==> src/hw/reset_strap_consts.vh <==
// Purpose: constants for the reset strap latch and status indicator block
// Assumes: included by bare name from hw/
// Notes: offsets are APB byte addresses, one aligned 32-bit word each
`ifndef RESET_STRAP_CONSTS_VH
`define RESET_STRAP_CONSTS_VH

// register byte offsets
`define REG_STATUS 12'h000
`define REG_CONTROL 12'h004
`define REG_MODE 12'h008

// control register fields and reset values
`define CTL_SUSP_LED_BIT 0
`define CTL_LED_EN_BIT 1
`define CTL_RESET 2'h3

// status register field positions
`define ST_CODE_LSB 0
`define ST_STRAP_EN_BIT 3
`define ST_FIXED_LSB 4
`define ST_PORTS_LSB 6
`define ST_SELF_PWR_BIT 9
`define ST_RUN_BIT 10

// mode register field positions
`define MD_ADDR_LSB 0
`define MD_SMB_BIT 8
`define MD_USB_LED_BIT 9
`define MD_GANG_PWR_BIT 10
`define MD_GANG_OCS_BIT 11

// configuration-select codes
`define CODE_DEFAULT 3'h0
`define CODE_SMBUS 3'h1
`define CODE_BUS_PWR 3'h2
`define CODE_DYN_USB 3'h5
`define CODE_GANGED 3'h7
`define SMBUS_ADDR 7'h2c

// fixed-port strap decode, ports 3..1
`define FIXED_NONE 3'h0
`define FIXED_P1 3'h1
`define FIXED_P12 3'h3
`define FIXED_P123 3'h7

// timing: least external reset pulse and clock period
`define RST_MIN_NS 1000
`define CLK_PERIOD_NS 20
`define RST_MIN_CYC ((`RST_MIN_NS + `CLK_PERIOD_NS - 1) / `CLK_PERIOD_NS)
`define RST_CNT_W 6

`endif

==> src/hw/reset_strap_latch_and_status_leds.v <==
// Purpose: latch configuration straps at reset release, drive status LEDs, sense self power
// Assumes: clk is the hub reference clock domain; pins arrive asynchronously
// Notes: APB slave for status and control; shared pins are two-way with active-low enables
//
// Functional notes
// - latch three config-select pins at reset release
// - missing third select pin reads as zero
// - high-speed LED polarity follows select bit one
// - high-speed LED asserted only at high speed
// - power-on reset holds logic until supplies stable
// - suspend LED asserted when configured, not suspended
// - sense low means bus powered, high self
// - fixed-port straps used only when straps enabled
// - decode fixed-port strap into ports one to three
// - suspend LED polarity from fixed-port strap code
// - reference clock from crystal or external clock
// - code 001 selects SMBus slave, address 0101100
// - code 111 gives defaults, ganged power, USB LEDs
`timescale 1ns/1ns
`include "reset_strap_consts.vh"

module reset_strap_latch_and_status_leds #(
   parameter HAS_SELECT_BIT2 = 1
) (
   input wire clk,
   input wire sys_rst,
   input wire clkEn,
   // apb slave
   input wire psel,
   input wire penable,
   input wire pwrite,
   input wire [11:0] paddr,
   input wire [31:0] pwdata,
   output reg [31:0] prdata,
   output reg pready,
   output reg pslverr,
   // board-side pins
   input wire resetPinN,
   input wire supplyStable,
   input wire config_select_bit0In,
   output reg config_select_bit0Out,
   output reg config_select_bit0OeN,
   input wire config_select_bit1In,
   output reg upstream_high_speed_ledOut,
   output reg upstream_high_speed_ledOeN,
   input wire config_select_bit2In,
   input wire active_suspend_ledIn,
   output reg active_suspend_ledOut,
   output reg active_suspend_ledOeN,
   input wire fixed_port_strap_bit1In,
   output reg fixed_port_strap_bit1Out,
   output reg fixed_port_strap_bit1OeN,
   // hub core side
   input wire hubHighSpeed,
   input wire hubConfigured,
   input wire hubSuspended,
   output reg hubInReset,
   output reg [2:0] configCode,
   output reg strapsEnabled,
   output reg [3:1] fixedPorts,
   output reg selfPowered,
   output reg smbusSlaveEn,
   output reg [6:0] smbusAddress,
   output reg usbLedMode,
   output reg gangedPower,
   output reg gangedOcs
);

   localparam NSYNC = 7;
   localparam integer RST_MIN_I = `RST_MIN_CYC;
   localparam [`RST_CNT_W-1:0] RST_MIN = RST_MIN_I[`RST_CNT_W-1:0];

   // sequencer states, binary coded
   localparam [1:0] ST_HOLD = 2'h0;
   localparam [1:0] ST_CAPTURE = 2'h1;
   localparam [1:0] ST_RUN = 2'h2;

   // gathered asynchronous inputs: pin levels and the supply-stable flag
   wire [NSYNC-1:0] rawIn = {fixed_port_strap_bit1In, active_suspend_ledIn, config_select_bit2In,
      config_select_bit1In, config_select_bit0In, supplyStable, resetPinN};
   reg [NSYNC-1:0] syncA_ff;
   reg [NSYNC-1:0] syncB_ff;

   // two-flop synchronisers, one per pin; stage A feeds only stage B.
   // limitation: a pin change shorter than one clock may be missed;
   // straps are static and leds slow, so nothing here depends on short pulses.
   // the stages clear to zero, which reads as reset pin low and supplies bad,
   // so the block starts held until both inputs have been seen good
   genvar gi;
   generate
      for (gi = 0; gi < NSYNC; gi = gi + 1) begin : g_sync
         always @(posedge clk) begin
            if (sys_rst) begin
               syncA_ff[gi] <= 1'b0;
               syncB_ff[gi] <= 1'b0;
            end else if (clkEn) begin
               syncA_ff[gi] <= rawIn[gi];
               syncB_ff[gi] <= syncA_ff[gi];
            end
         end
      end
   endgenerate

   wire rstPinS = syncB_ff[0];
   wire supplyS = syncB_ff[1];
   wire [2:0] selS = {(HAS_SELECT_BIT2 != 0) & syncB_ff[4], syncB_ff[3], syncB_ff[2]};
   wire suspPinS = syncB_ff[5];
   wire fixed1S = syncB_ff[6];

   reg [`RST_CNT_W-1:0] lowCnt_ff;
   reg extRstHeld_ff;
   reg [1:0] state_ff;
   reg [1:0] nxt_state;
   reg [1:0] fixedCode_ff;
   reg [1:0] ctl_ff;

   // reset sources, in order of precedence:
   //   sys_rst clears everything and starts in the held state
   //   a pin pulse held long enough re-enters the held state
   //   a supply dip forces the held state for as long as it lasts
   // capture happens once on the way out of hold, never while running.
   // external reset counts only after a full minimum-width low pulse,
   // so short glitches on the pin cannot restart strap capture
   always @(posedge clk) begin
      if (sys_rst) begin
         lowCnt_ff <= {`RST_CNT_W{1'b0}};
         extRstHeld_ff <= 1'b1;
      end else if (clkEn) begin
         if (rstPinS) begin
            lowCnt_ff <= {`RST_CNT_W{1'b0}};
            extRstHeld_ff <= 1'b0;
         end else if (lowCnt_ff < RST_MIN - 1'b1) begin
            lowCnt_ff <= lowCnt_ff + 1'b1;
         end else begin
            extRstHeld_ff <= 1'b1;
         end
      end
   end

   // internal reset: pin reset or supplies not yet stable
   wire inReset = extRstHeld_ff | ~supplyS;

   // sequencer: hold, one capture cycle, then run until the next reset
   always @* begin
      nxt_state = state_ff;
      case (state_ff)
         ST_HOLD: begin
            if (!inReset) nxt_state = ST_CAPTURE;
         end
         ST_CAPTURE: begin
            nxt_state = inReset ? ST_HOLD : ST_RUN;
         end
         ST_RUN: begin
            if (inReset) nxt_state = ST_HOLD;
         end
         default: begin
            nxt_state = ST_HOLD;
         end
      endcase
   end

   always @(posedge clk) begin
      if (sys_rst) state_ff <= ST_HOLD;
      else if (clkEn) state_ff <= nxt_state;
   end

   wire capture = (state_ff == ST_CAPTURE);
   wire running = (state_ff == ST_RUN);
   wire selStrapsOn = (selS == `CODE_DEFAULT) | (selS == `CODE_BUS_PWR);

   // codes that disable straps force the fixed-port code to 00, which
   // also leaves the suspend led active high and every port removable;
   // the pins are still sampled, their levels are simply not used.
   // strap capture; values are written only in the capture cycle
   // and therefore stay fixed while the pins serve other roles
   always @(posedge clk) begin
      if (sys_rst) begin
         configCode <= 3'h0;
         strapsEnabled <= 1'b0;
         fixedCode_ff <= 2'h0;
         fixedPorts <= `FIXED_NONE;
         smbusSlaveEn <= 1'b0;
         smbusAddress <= 7'h0;
         usbLedMode <= 1'b0;
         gangedPower <= 1'b0;
         gangedOcs <= 1'b0;
      end else if (clkEn && capture) begin
         configCode <= selS;
         strapsEnabled <= selStrapsOn;
         fixedCode_ff <= selStrapsOn ? {fixed1S, suspPinS} : 2'h0;
         case (selStrapsOn ? {fixed1S, suspPinS} : 2'h0)
            2'h0: fixedPorts <= `FIXED_NONE;
            2'h1: fixedPorts <= `FIXED_P1;
            2'h2: fixedPorts <= `FIXED_P12;
            default: fixedPorts <= `FIXED_P123;
         endcase
         smbusSlaveEn <= (selS == `CODE_SMBUS);
         smbusAddress <= (selS == `CODE_SMBUS) ? `SMBUS_ADDR : 7'h0;
         usbLedMode <= (selS == `CODE_GANGED) | (selS == `CODE_BUS_PWR) | (selS == `CODE_DYN_USB);
         gangedPower <= (selS == `CODE_GANGED);
         gangedOcs <= (selS == `CODE_GANGED);
      end
   end

   // led polarity is fixed at capture: hub status is xor-ed with the latched
   // bit, so a board wired for active-low leds needs no software help.
   // leds stay released unless enabled, so a board without leds sees only
   // its strap resistors; the suspend pin doubles as the self-power sense.
   // pin roles; every pin floats as input until capture is done.
   // the reference clock is whatever drives clk (crystal or external source)
   always @(posedge clk) begin
      if (sys_rst) begin
         hubInReset <= 1'b1;
         config_select_bit0Out <= 1'b0;
         config_select_bit0OeN <= 1'b1;
         fixed_port_strap_bit1Out <= 1'b0;
         fixed_port_strap_bit1OeN <= 1'b1;
         upstream_high_speed_ledOut <= 1'b0;
         upstream_high_speed_ledOeN <= 1'b1;
         active_suspend_ledOut <= 1'b0;
         active_suspend_ledOeN <= 1'b1;
         selfPowered <= 1'b0;
      end else if (clkEn) begin
         hubInReset <= ~running;
         // serial lines stay released; the serial engine lives outside this block
         config_select_bit0Out <= 1'b0;
         config_select_bit0OeN <= 1'b1;
         fixed_port_strap_bit1Out <= 1'b0;
         fixed_port_strap_bit1OeN <= 1'b1;
         upstream_high_speed_ledOeN <= ~(running & ctl_ff[`CTL_LED_EN_BIT]);
         upstream_high_speed_ledOut <= running & (hubHighSpeed ^ configCode[1]);
         active_suspend_ledOeN <= ~(running & ctl_ff[`CTL_SUSP_LED_BIT] & ctl_ff[`CTL_LED_EN_BIT]);
         active_suspend_ledOut <= running & ((hubConfigured & ~hubSuspended) ^ fixedCode_ff[0]);
         // sense follows the pin only while it is released as an input
         if (running && !ctl_ff[`CTL_SUSP_LED_BIT]) selfPowered <= suspPinS;
      end
   end

   // register map, one aligned word each:
   //   status (ro): code, straps enabled, fixed code, fixed ports, self power, run
   //   control (rw): bit 0 suspend pin as led (1) or sense (0), bit 1 led enable
   //   mode (ro): serial address, serial slave, usb leds, ganged power and sense
   // writes to read-only words are dropped without an error; unmapped words
   // answer with an error and have no side effect.
   // a control write lands only at the access edge, so an aborted setup
   // can never change the pin roles.
   // apb slave: one wait-free access phase, answer registered
   wire setup = psel & ~penable & ~pready;
   wire access = psel & penable & pready;

   always @(posedge clk) begin
      if (sys_rst) begin
         ctl_ff <= `CTL_RESET;
      end else if (clkEn && access && pwrite && !pslverr && paddr == `REG_CONTROL) begin
         ctl_ff <= pwdata[1:0];
      end
   end

   always @(posedge clk) begin
      if (sys_rst) begin
         pready <= 1'b0;
         pslverr <= 1'b0;
         prdata <= 32'h0;
      end else if (clkEn) begin
         pready <= setup;
         pslverr <= 1'b0;
         prdata <= 32'h0;
         if (setup) begin
            case (paddr)
               `REG_STATUS: begin
                  if (!pwrite) begin
                     prdata[`ST_CODE_LSB +: 3] <= configCode;
                     prdata[`ST_STRAP_EN_BIT] <= strapsEnabled;
                     prdata[`ST_FIXED_LSB +: 2] <= fixedCode_ff;
                     prdata[`ST_PORTS_LSB +: 3] <= fixedPorts;
                     prdata[`ST_SELF_PWR_BIT] <= selfPowered;
                     prdata[`ST_RUN_BIT] <= running;
                  end
               end
               `REG_CONTROL: begin
                  if (!pwrite) prdata[1:0] <= ctl_ff;
               end
               `REG_MODE: begin
                  if (!pwrite) begin
                     prdata[`MD_ADDR_LSB +: 7] <= smbusAddress;
                     prdata[`MD_SMB_BIT] <= smbusSlaveEn;
                     prdata[`MD_USB_LED_BIT] <= usbLedMode;
                     prdata[`MD_GANG_PWR_BIT] <= gangedPower;
                     prdata[`MD_GANG_OCS_BIT] <= gangedOcs;
                  end
               end
               default: begin
                  pslverr <= 1'b1; // unmapped address
               end
            endcase
         end
      end
   end

endmodule

==> config.mk <==
export PLATFORM = sky130hd
export DESIGN_NAME = reset_strap_latch_and_status_leds
export DESIGN_NICKNAME = d
export VERILOG_FILES = /design/src/hw/reset_strap_latch_and_status_leds.v
export VERILOG_INCLUDE_DIRS = /design/src /design/src/hw
export SDC_FILE = /design/constraint.sdc
export NUM_CORES = 1
export LEC_CHECK = 0
export BUFFER_PORTS_ARGS = -buffer_cell sky130_fd_sc_hd__buf_4
export CAP_MARGIN = 20
export CORE_ASPECT_RATIO = 0.7
export CORE_MARGIN = 1.5
export CORE_UTILIZATION = 50
export DETAILED_ROUTE_END_ITERATION = 10
export GPL_TIMING_DRIVEN = 0
export MAX_ROUTING_LAYER = met4
export PLACE_DENSITY = 0.85
export SETUP_SLACK_MARGIN = 0.5
export SLEW_MARGIN = 20
export SYNTH_ARGS = -nofsm -noshare
export SYNTH_HDL_FRONTEND = slang
export SYNTH_SLANG_ARGS = --single-unit
export TNS_END_PERCENT = 100
==> constraint.sdc <==
create_clock -name clk -period 4 [get_ports clk]
set_input_delay 0.6 -clock clk [delete_from_list [all_inputs] [get_ports clk]]
set_output_delay 0.6 -clock clk [all_outputs]
set_load 0.01 [all_outputs]
---- Word-level counts from Yosys, hierarchy flattened ----
Cells that the tools add are included.
storage, ports and cells
  flip-flop bits (word level) ............. 64
  input port bits ......................... 60
  output and inout port bits .............. 62
  logic and storage cells ................. 114
operators by class
  $add $sub $neg .......................... 1
  order comparisons ....................... 1
  equality and inequality tests ........... 13
  mux-type cells .......................... 23
  bitwise operators ....................... 23
  reductions and logical operators ........ 18
operators with widths
  operator                                                           count
  6-bit two-way mux                                                  3
  12-bit by 3-bit == test with 1-bit output (second input constant)  1
  12-bit by 4-bit == test with 1-bit output (second input constant)  1
  12-bit logical NOT                                                 1
  12-bit two-way mux                                                 1
  2-bit case mux with 3 select lines                                 2
  11-bit two-way mux                                                 1
  1-bit bitwise AND                                                  10
  2-bit two-way mux                                                  5
  5-bit case mux with 2 select lines                                 1
  3-bit case mux with 3 select lines                                 1
  7-bit two-way mux                                                  1
  1-bit inverter                                                     7
  6-bit by 1-bit adder with 6-bit output (second input constant)     1
  3-bit == test (second input constant)                              2
  1-bit logical AND                                                  6
  6-bit less-than comparator (second input constant)                 1
  1-bit two-way mux                                                  6
  2-bit != test (second input constant)                              3
  3-bit case mux with 2 select lines                                 1
  2-bit AND reduction                                                3
  2-bit by 1-bit == test with 1-bit output (second input constant)   2
  2-bit == test (second input constant)                              2
  2-bit logical NOT                                                  2
  10 further kinds                                                   15

---- Logic depth before layout (Yosys ltp) ----
Gate-level depths: netlist (run 1).
  word-level depth ........................ 6
  gate-level depth with buffers ........... 6
  depth with buffers taken out ............ 6

---- Worst setup path after synthesis (run 1) ----
OpenSTA, ideal clock, no wires.
  kind .................................... input to register
  start point ............................. in clkEn
  end point ............................... reg prdata[0]
  setup time .............................. 0.087 ns
  arrival ................................. 1.464 ns
  required time ........................... 3.913 ns
  setup slack ............................. 2.449 ns
  stages .................................. 6
  buffers on the path ..................... 3
  path through ............................ buf_2 buf_2 nor2_1 clkbuf_1 nand2_1 o31ai_1
RTL lines
  item                            RTL line                                 RTL
  start: declaration              reset_strap_latch_and_status_leds.v:27   input wire clkEn,
  end signal: indexed assignment  reset_strap_latch_and_status_leds.v:272  prdata[`ST_CODE_LSB +: 3] <= configCode;
  end signal: indexed assignment  reset_strap_latch_and_status_leds.v:273  prdata[`ST_STRAP_EN_BIT] <= strapsEnabled;
  end signal: indexed assignment  reset_strap_latch_and_status_leds.v:274  prdata[`ST_FIXED_LSB +: 2] <= fixedCode_ff;
  end: declaration                reset_strap_latch_and_status_leds.v:34   output reg [31:0] prdata,

==> results of run 1 <==
## through the flow
| stage | util | worst slack [ns] | power, W | instances |
|---|---|---|---|---|
| after global placement | 0.662 | 2.13 | 0.000700 | 455 |
| after CTS | 0.684 | 2.32 | 0.00105 | 463 |
| after global routing | 0.684 | 2.24 | 0.00110 | 463 |
| final | 0.684 | 2.32 | 0.00105 | 463 |
| after detailed placement | 0.662 | 2.06 | 0.000703 | 455 |
| after floorplan | - | 2.45 | 0.000666 | 325 |
## power groups by stage
| stage | combinational (W) | sequential [W] | clock, W |
|---|---|---|---|
| floorplan | 0.0000792 | 0.000587 | 0 |
| global placement | 0.000111 | 0.000589 | 0 |
| detailed placement | 0.000113 | 0.000589 | 0 |
| CTS | 0.000114 | 0.000576 | 0.000365 |
| global route | 0.000128 | 0.000578 | 0.000391 |
| finish | 0.000116 | 0.000576 | 0.000358 |
## routing by layer
metal  vias up  GRT usage  wire length, µm
li1       1156          -                -
met1      1016      0.302             2820
met2        89      0.333             2610
met3         8     0.0485              399
met4         0     0.0481               55
met5         -          -                0
## registers in the layout, summed over array words and instances (netlist names), 2 cells and up
register and cells:
lowCnt_ff 6, fixedCode_ff 2, fixedPorts 2, configCode 3
state_ff 2, syncA_ff 7, selS 3, ctl_ff 2
prdata 12
## cell usage in the layout (no fill, tap or decap), types with 3 or more instances in the layout
| cell type | n |
|---|---|
| a21oi_1 | 17 |
| a31oi_1 | 5 |
| buf_2 | 5 |
| buf_4 | 94 |
| clkbuf_1 | 10 |
| clkbuf_8 | 5 |
| conb_1 | 28 |
| dfxtp_1 | 56 |
| mux2i_1 | 23 |
| nand2_1 | 37 |
| nand2b_1 | 9 |
| nand3_1 | 7 |
| nand3b_1 | 6 |
| nand4_1 | 5 |
| nor2_1 | 27 |
| nor2b_1 | 3 |
| o21ai_0 | 15 |
| o31ai_1 | 3 |
| xor2_1 | 3 |
## area by class of cell
cell class / count / area share
Clock inverter: 2 / 0.0104
Buffer: 47 / 0.0912
Inverter: 2 / 0.00223
Timing Repair Buffer: 61 / 0.136
Tap cell: 69 / 0.0257
Sequential cell: 56 / 0.333
Clock buffer: 6 / 0.0216
Multi-Input combinational cell: 220 / 0.379
## worst register-to-register path, delay by kind of cell (launching register included)
family,cells,cell delay (ns)
buffers and inverters,1,0.08
AND/OR/NAND/NOR,2,0.71
adder cells (fa/ha/maj),1,0.17
AO/OA/AOI/OAI,1,0.17
flip-flops,1,0.42
## final timing paths
| kind | cells after the start | from | to | slack, ns |
|---|---|---|---|---|
| worst min register to register | 2 | prdata[7] | prdata[7] | 0.47 |
| worst max-delay path | 2 | smbusAddress[3] | smbusAddress[2] | 2.32 |
| worst min-delay path | 2 | prdata[7] | prdata[7] | 0.47 |
| worst max register to register | 5 | lowCnt_ff[1] | lowCnt_ff[1] | 2.38 |
## cells in the mapped netlist, drive strengths merged, types with 2 or more instances
cell type and n:
a21oi 17, a31oi 5, and2 2, and4 2, buf 38, clkbuf 9
conb 2, dfxtp 56, ha 2, inv 2, mux2i 23, nand2 38
nand2b 9, nand3 7, nand3b 6, nand4 5, nor2 27, nor2b 3
nor4 2, o2111ai 2, o21ai 16, o31ai 3, or2 2, or4b 2
xnor2 2, xor2 3
## cells by family after synthesis
kind of cell | count (synthesis) | synth area share
simple gates | 115 | 0.228
other cells | 2 | 0.00287
flops | 56 | 0.429
compound gates | 46 | 0.101
buf+inv | 49 | 0.120
xor+xnor | 5 | 0.0168
fa+ha+maj | 2 | 0.00958
mux | 24 | 0.0924
==> flow_summary.ini, run 1 <==
[status]
status = completed

[logic_synthesis]
synthFlopType = dfxtp_1
syn_area_um2 = 2610
yosys.area.top_type_share = 0.429
async_flop_share = 0
syn_area_per_cell_um2 = 8.74
ys_seq_elements = 56
netlist_instances = 299
ys_types = 45
yosysWarningCount = 0
synth_top_area_cell = dfxtp_1
synth-seq-area-share = 0.429
synth_edf_count = 0
synth_area_leaders = dfxtp_1, buf_4, mux2i_1

[pwr]
combPwrFrac = 0.110
power.leakage_nw = 1.50
switchingPower_w = 0.000237
power_density_nw_per_um2 = 312
p_seq_frac = 0.549
clkPwrFrac = 0.341
peakVddDrop_uv = 225
p_int_w = 0.000812
swShare = 0.226

[finish]
multi_input_area_um2 = 1270
drive_above_1_share = 0.294
design_area_um2 = 3360
antenna_cells = 0
synthToLayoutAreaGrowth_pct = 28.7
seq_area_um2 = 1120
fill_cells = 396
layout.nets = 455

[placed_design]
post_dp_cell_area_um2 = 3250
dp_hpwl_um = 4550
gp_congestion = 0.836
port_buffers = 61

[timing]
setup_tns_ns = 0
relSlewSlack = 0.597
tightest_slew_ns = 0.605
setup_violations = 0
skew_ns = 0.00598
timing.final.crit_period_ns = 1.68
finalHoldViolCount = 0
fmax_mhz = 596
fin_hold_ws_ns = 0.471
rsz0062_at_grt = false
period_share = 0.420
slew_viol_final = 0

[global_route]
grt_pass1_wl_um = 9500
antenna_found_initial = 0
grt-ovfl-total = 0
grt_pass1_vias = 2040
track_usage = 0.220
grt_max_degree = 17

[drt]
routed_wl_um = 5880
via_count = 2269
detail_route.wl_per_cell_um = 12.7
vias_per_cell = 4.90
drtIter0Drc = 168
drt-pass1-iter-count = 4
drtAntennaViolNets = 0
drc_errors = 0

[die]
fp.dieArea_um2 = 5670
core-area_um2 = 4910
rows = 21
ioPinCount = 122
start_util = 0.532
die_h_um = 63.5
die_w_um = 89.4

[critical_path]
critical_path.max_stage_delay_ns = 0.50
start_kind = flip-flop
crit_buf_inv = 2
cp.required_ns = 3.40
cp_common_cell = buf_4
slowest_stage = dfxtp_1
endpoint_kind = output port
worstPathArrival_ns = 1.08
critPathTopFamily = flip-flops
crit_chain = buf_4 > buf_4
path_class = flip-flop to output port
path_max_fanout = 9

[worst_hold_path]
hold_path.class = flip-flop to flip-flop

[clocking]
cts_made_buffers = 5
clock_latency_ns = 0.30
clk_path_buf_depth = 2
tritoncts = built
cts_setup_buffers = 0
h-tree-depth = 2
post_cts_resized = 0
cts_num_sinks = 56
ctsHoldBuffers = 0
clk_pin_slew_ns = 0.09
cts_root_buf = clkbuf_8

[flow_run]
cap_violations = 0
Power figures use the tool's default switching activity.
==> run 2: changes to the inputs <==
Settings changed: CORE_UTILIZATION 50 to 42, PLACE_DENSITY 0.85 to 0.76.
Clock period 4 ns to 1.5 ns, I/O delays scaled along.
==> run 2 against run 1 <==
Net effect: final area grew 22%; global-route usage shrank 0.44 points; via count grew 9.6%; clock power grew 140%; count of clock-buffer cells in the layout shrank 1; sequential cell count is the same; total power grew to 2.7 times the previous value; clock skew grew 0.0071 ns; final cell count grew 7.8%.
==> flow_summary.ini, run 2 (synthesis gave the netlist of run 1 again) <==
[drt]
detail_route.wl_per_cell_um = 14.8
drtIter0Drc = 98
vias_per_cell = 4.98
drc_errors = 0
drtAntennaViolNets = 0
drt-pass1-iter-count = 4
routed_wl_um = 7400
via_count = 2487

[pwr]
clkPwrFrac = 0.308
power.leakage_nw = 1.78
combPwrFrac = 0.142
switchingPower_w = 0.000745
p_int_w = 0.00204
power_density_nw_per_um2 = 679
swShare = 0.267
peakVddDrop_uv = 544
p_seq_frac = 0.550

[placed_design]
dp_cells = 461
dp_hpwl_um = 4560
gp_congestion = 0.808
port_buffers = 61

[clocking]
clk_path_buf_depth = 2
h-tree-depth = 2
cts_made_buffers = 5
clk_pin_slew_ns = 0.10
cts_num_sinks = 56
clock_latency_ns = 0.32
tritoncts = built
cts_root_buf = clkbuf_8
ctsHoldBuffers = 0

[critical_path]
cp.required_ns = 1.74
slowest_stage = or4_4
path_max_fanout = 2
crit_chain = inv_4 > ha_4 > nor3b_4 > buf_4 > or4_4 > a31oi_1
path_class = flip-flop to flip-flop
endpoint_kind = flip-flop
worstPathArrival_ns = 1.73
critical_path.max_stage_delay_ns = 0.40
start_kind = flip-flop

[finish]
synthToLayoutAreaGrowth_pct = 57.1
largest_reg_flops = 12
layout.nets = 485
final_util = 0.699
antenna_cells = 0
largest-register = prdata
final_common_cell = buf_4
reg_top3 = prdata: 12 flops, syncA_ff: 7 flops, lowCnt_ff: 6 flops
drive_above_1_share = 0.535
instances_no_fill = 499
layout_common_cells = buf_4, buf_6, nand2_1

[timing]
setup_violations = 0
skew_ns = 0.0131
tightest_slew_ns = 0.579
fin_hold_ws_ns = 0.147
fmax_mhz = 671
slew_viol_final = 0
period_share = 0.994
finalHoldViolCount = 0
rsz0062_at_grt = true
timing.final.crit_period_ns = 1.49
setup_tns_ns = 0
relSlewSlack = 0.614

[global_route]
grt-ovfl-total = 0
use_met1 = 0.271
use_met2 = 0.361
grt_use_met3 = 0.0504
grt_pass1_vias = 2312
grt_pass1_wl_um = 11000
grt_max_degree = 19
antenna_found_initial = 0
grt.busiest_layer = met2
track_usage = 0.216

[die]
ioPinCount = 122
fp.dieArea_um2 = 6710
die_h_um = 69.0
die_w_um = 97.3
start_util = 0.445
rows = 23
core-area_um2 = 5870

[worst_hold_path]
hold_path.class = input pin to flip-flop

[flow_run]
cap_violations = 0

[status]
status = completed
[run 2: cell types whose count changed in the layout (fill, tap and decap cells not counted), moves of 5 or more]
cell	delta
buf_6	+51
a21oi_1	-10
dfxtp_1	-36
nand3_1	-6
dfxtp_4	+7
buf_4	-16
nand2_1	-5
a21oi_2	+10
o21ai_1	+9
clkbuf_1	-5
o21ai_0	-10
dfxtp_2	+29
[run 2: layout make-up]
class | instances | area, µm²
Sequential cell | 56 | 1180
Clock inverter | 3 | 23.8
Buffer | 47 | 364
Inverter | 2 | 10.0
Timing Repair Buffer | 91 | 837
Tap cell | 75 | 93.8
Clock buffer | 5 | 68.8
Multi-Input combinational cell | 220 | 1520
Fill cell | 445 | 1770
[run 2: timing repair]
item                                    CTS  global route
buffers inserted                         22             7
endpoints found under the setup margin   73            90
pin swaps                                22            15
gates resized for setup                 110            44
cloned                                    1             0
[run 2: final timing paths]
kind	startpoint	to	slack, ns	cells after the start
worst min-delay path	config_select_bit2In	syncA_ff[4]	0.15	3
worst max-delay path	lowCnt_ff[1]	lowCnt_ff[1]	0.009	6
worst max register to register	lowCnt_ff[1]	lowCnt_ff[1]	0.009	6
worst min register to register	prdata[9]	prdata[9]	0.46	2
[run 2: power by group through the flow]
stage | Clock [W] | Sequential [W] | Combinational (W)
6_report | 0.000859 | 0.00153 | 0.000396
2_1_floorplan | 0 | 0.00157 | 0.000225
4_1_cts | 0.000860 | 0.00154 | 0.000370
5_1_grt | 0.000925 | 0.00154 | 0.000432
3_5_place_dp | 0 | 0.00157 | 0.000321
3_3_place_gp | 0 | 0.00157 | 0.000316
[run 2: worst max-delay path: cells and delay by family, from the launching register on]
family                     cells  cell delay, ns
buffers and inverters          2            0.20
DFF                            1            0.37
and+or+nand+nor                2            0.54
adders and majority gates      1            0.14
AOI/OAI and AO/OA              1            0.17
[run 2: layer usage]
layer,part of all wire,vias up
met3,0.069,8
met2,0.48,109
met1,0.44,1152
li1,-,1218
met4,0.011,0
met5,0,-
[run 2: metrics by stage]
stage	power, W	instance area [µm²]	setup WS [ns]
after detailed placement	0.00190	3320	-0.0748
after global routing	0.00289	4100	-0.0558
after floorplan	0.00179	2770	0.0516
after global placement	0.00189	3320	-0.00469
final	0.00279	4100	0.00903
after CTS	0.00277	3910	-0.00425
==> run 3: changes to the inputs <==
Settings changed: CELL_PAD_IN_SITES_DETAIL_PLACEMENT set to 1, CELL_PAD_IN_SITES_GLOBAL_PLACEMENT set to 2, CORE_MARGIN 1.5 to 2, CORE_UTILIZATION 42 to 23, PLACE_DENSITY 0.76 to unset, PLACE_DENSITY_LB_ADDON set to 0.1.
==> run 3 against run 2 <==
Net effect: fmax is 0.35% higher; sequential cell count stayed put; via count is 0.48% lower; clock skew is 0.0061 ns lower; final area is 8.3% higher; non-clock buffer count is 11 higher; global-route usage is 7.2 points lower; sequential share of layout area is 2.2 points lower; first-iteration DRC count is 29% lower; total power is 18% higher.
==> flow_summary.ini, run 3 (synthesis gave the netlist of run 1 again) <==
[critical_path]
reg2reg_to = lowCnt_ff[1]
crit_chain = inv_2 > ha_4 > nor3b_4 > buf_4 > or4_4 > a31oi_1
startpoint = lowCnt_ff[0]
endpoint_kind = flip-flop
rr_worst_depth = 6
path_class = flip-flop to flip-flop
start_kind = flip-flop
worstPathArrival_ns = 1.70
critical_path.max_stage_delay_ns = 0.40
timing.rr.start = lowCnt_ff[0]
slowest_stage = or4_4
reg2reg_slack_ns = 0.01
path_max_fanout = 2
cp.required_ns = 1.71

[die]
ioPinCount = 122
die_w_um = 131
core-area_um2 = 11100
start_util = 0.236
die_h_um = 93.2
fp.dieArea_um2 = 12200
rows = 32

[global_route]
grt-ovfl-total = 0
antenna_found_initial = 0
grt_pass1_wl_um = 13500
grt_max_degree = 18
grt_pass1_vias = 2457
track_usage = 0.144

[worst_hold_path]
min_from = config_select_bit0In
hold_path.class = input pin to flip-flop
min_path_cells = 3
min_to = syncA_ff[2]

[placed_design]
port_buffers = 61
dp_hpwl_um = 5710
dp_cells = 539
gp_congestion = 0.707

[drt]
drt-pass1-iter-count = 4
routed_wl_um = 8430
vias_per_cell = 4.21
drc_errors = 0
drtAntennaViolNets = 0
drtIter0Drc = 70
via_count = 2475
detail_route.wl_per_cell_um = 14.3

[timing]
tightest_slew_ns = 0.653
slew_viol_final = 0
fmax_mhz = 673
relSlewSlack = 0.565
fin_hold_ws_ns = 0.161
skew_ns = 0.00699
setup_violations = 0
timing.final.crit_period_ns = 1.49
finalHoldViolCount = 0
rsz0062_at_grt = true
period_share = 0.991

[clocking]
h-tree-depth = 2
clk_path_buf_depth = 2
cts_made_buffers = 5
cts_num_sinks = 56
clk_pin_slew_ns = 0.07
clock_latency_ns = 0.29
ctsHoldBuffers = 0
tritoncts = built
cts_root_buf = clkbuf_16

[pwr]
peakVddDrop_uv = 429
p_int_w = 0.00250
swShare = 0.237
power.leakage_nw = 1.88
power.total_w = 0.00328
combPwrFrac = 0.126
clkPwrFrac = 0.408
p_seq_frac = 0.466
power_density_nw_per_um2 = 739
switchingPower_w = 0.000777

[finish]
final_common_cell = buf_4
largest_reg_flops = 12
reg_top3 = prdata: 12 flops, syncA_ff: 7 flops, lowCnt_ff: 6 flops
layout_common_cells = buf_4, buf_6, conb_1
drive_above_1_share = 0.579
antenna_cells = 0
final_util = 0.402
instances_no_fill = 588
synthToLayoutAreaGrowth_pct = 70.1
layout.nets = 496
largest-register = prdata

[status]
status = completed

[flow_run]
cap_violations = 0
## run 3: changes by cell type in the layout (fill, tap and decap cells not counted), moves of 5 or more
cell,previous run,this run
nand2_2,2,8
buf_4,78,87
o21ai_2,2,9
o21ai_0,5,0
clkbuf_16,0,5
nand2_1,32,24
clkbuf_8,5,0
## run 3: layer usage
layer / vias to the layer above / part of all wire / track usage / wire, µm
met3: 6 / 0.053 / 0.0379 / 449
met5: - / 0 / - / 0
li1: 1233 / - / - / -
met1: 1178 / 0.51 / 0.195 / 4280
met2: 58 / 0.43 / 0.216 / 3630
met4: 0 / 0.0089 / 0.0326 / 75
## run 3: final cells by class
class	count	area (µm²)
inverter	2	10.0
tap	153	191
clock buffer	5	125
buffer	47	368
sequential	56	1180
timing repair buffer	102	936
fill	1290	6610
multi-input combinational	220	1590
clock inverter	3	42.5
## run 3: worst max-delay path: cells and delay by family (launching register included)
kind / cells / cell delay [ns]
fa+ha+maj: 1 / 0.15
simple gates: 2 / 0.55
buf+inv: 2 / 0.21
flops: 1 / 0.34
compound gates: 1 / 0.16
## run 3: worst max path at each step
stage | end | slack, ns
5_1_grt | lowCnt_ff[1] | -0.07
3_5_place_dp | prdata[10] | -0.08
3_3_place_gp | prdata[11] | -0.05
4_1_cts | lowCnt_ff[2] | 0.002
2_1_floorplan | lowCnt_ff[2] | 0.05
6_report | lowCnt_ff[1] | 0.01
## run 3: power groups by stage
stage          sequential, W  clock, W  combinational [W]
6_report             0.00153   0.00134           0.000414
2_1_floorplan        0.00157         0           0.000225
4_1_cts              0.00153   0.00140           0.000386
3_5_place_dp         0.00158         0           0.000331
5_1_grt              0.00153   0.00146           0.000454
3_3_place_gp         0.00158         0           0.000329
## run 3: what timing repair did
item	4_1_cts	5_1_grt
hold endpoints to repair	0	0
buffers inserted	29	11
resized for setup	109	67
cloned	1	0
pin swaps	38	26
endpoints found under the setup margin	80	76
## run 3: through the flow
step	instance area [µm²]	TNS, ns	worst slack, ns
after floorplan	2770	0	0.0516
after global placement	3420	-0.341	-0.0497
after detailed placement	3420	-0.555	-0.0778
after CTS	4130	0	0.00242
after global routing	4440	-0.172	-0.0706
final	4440	0	0.0142
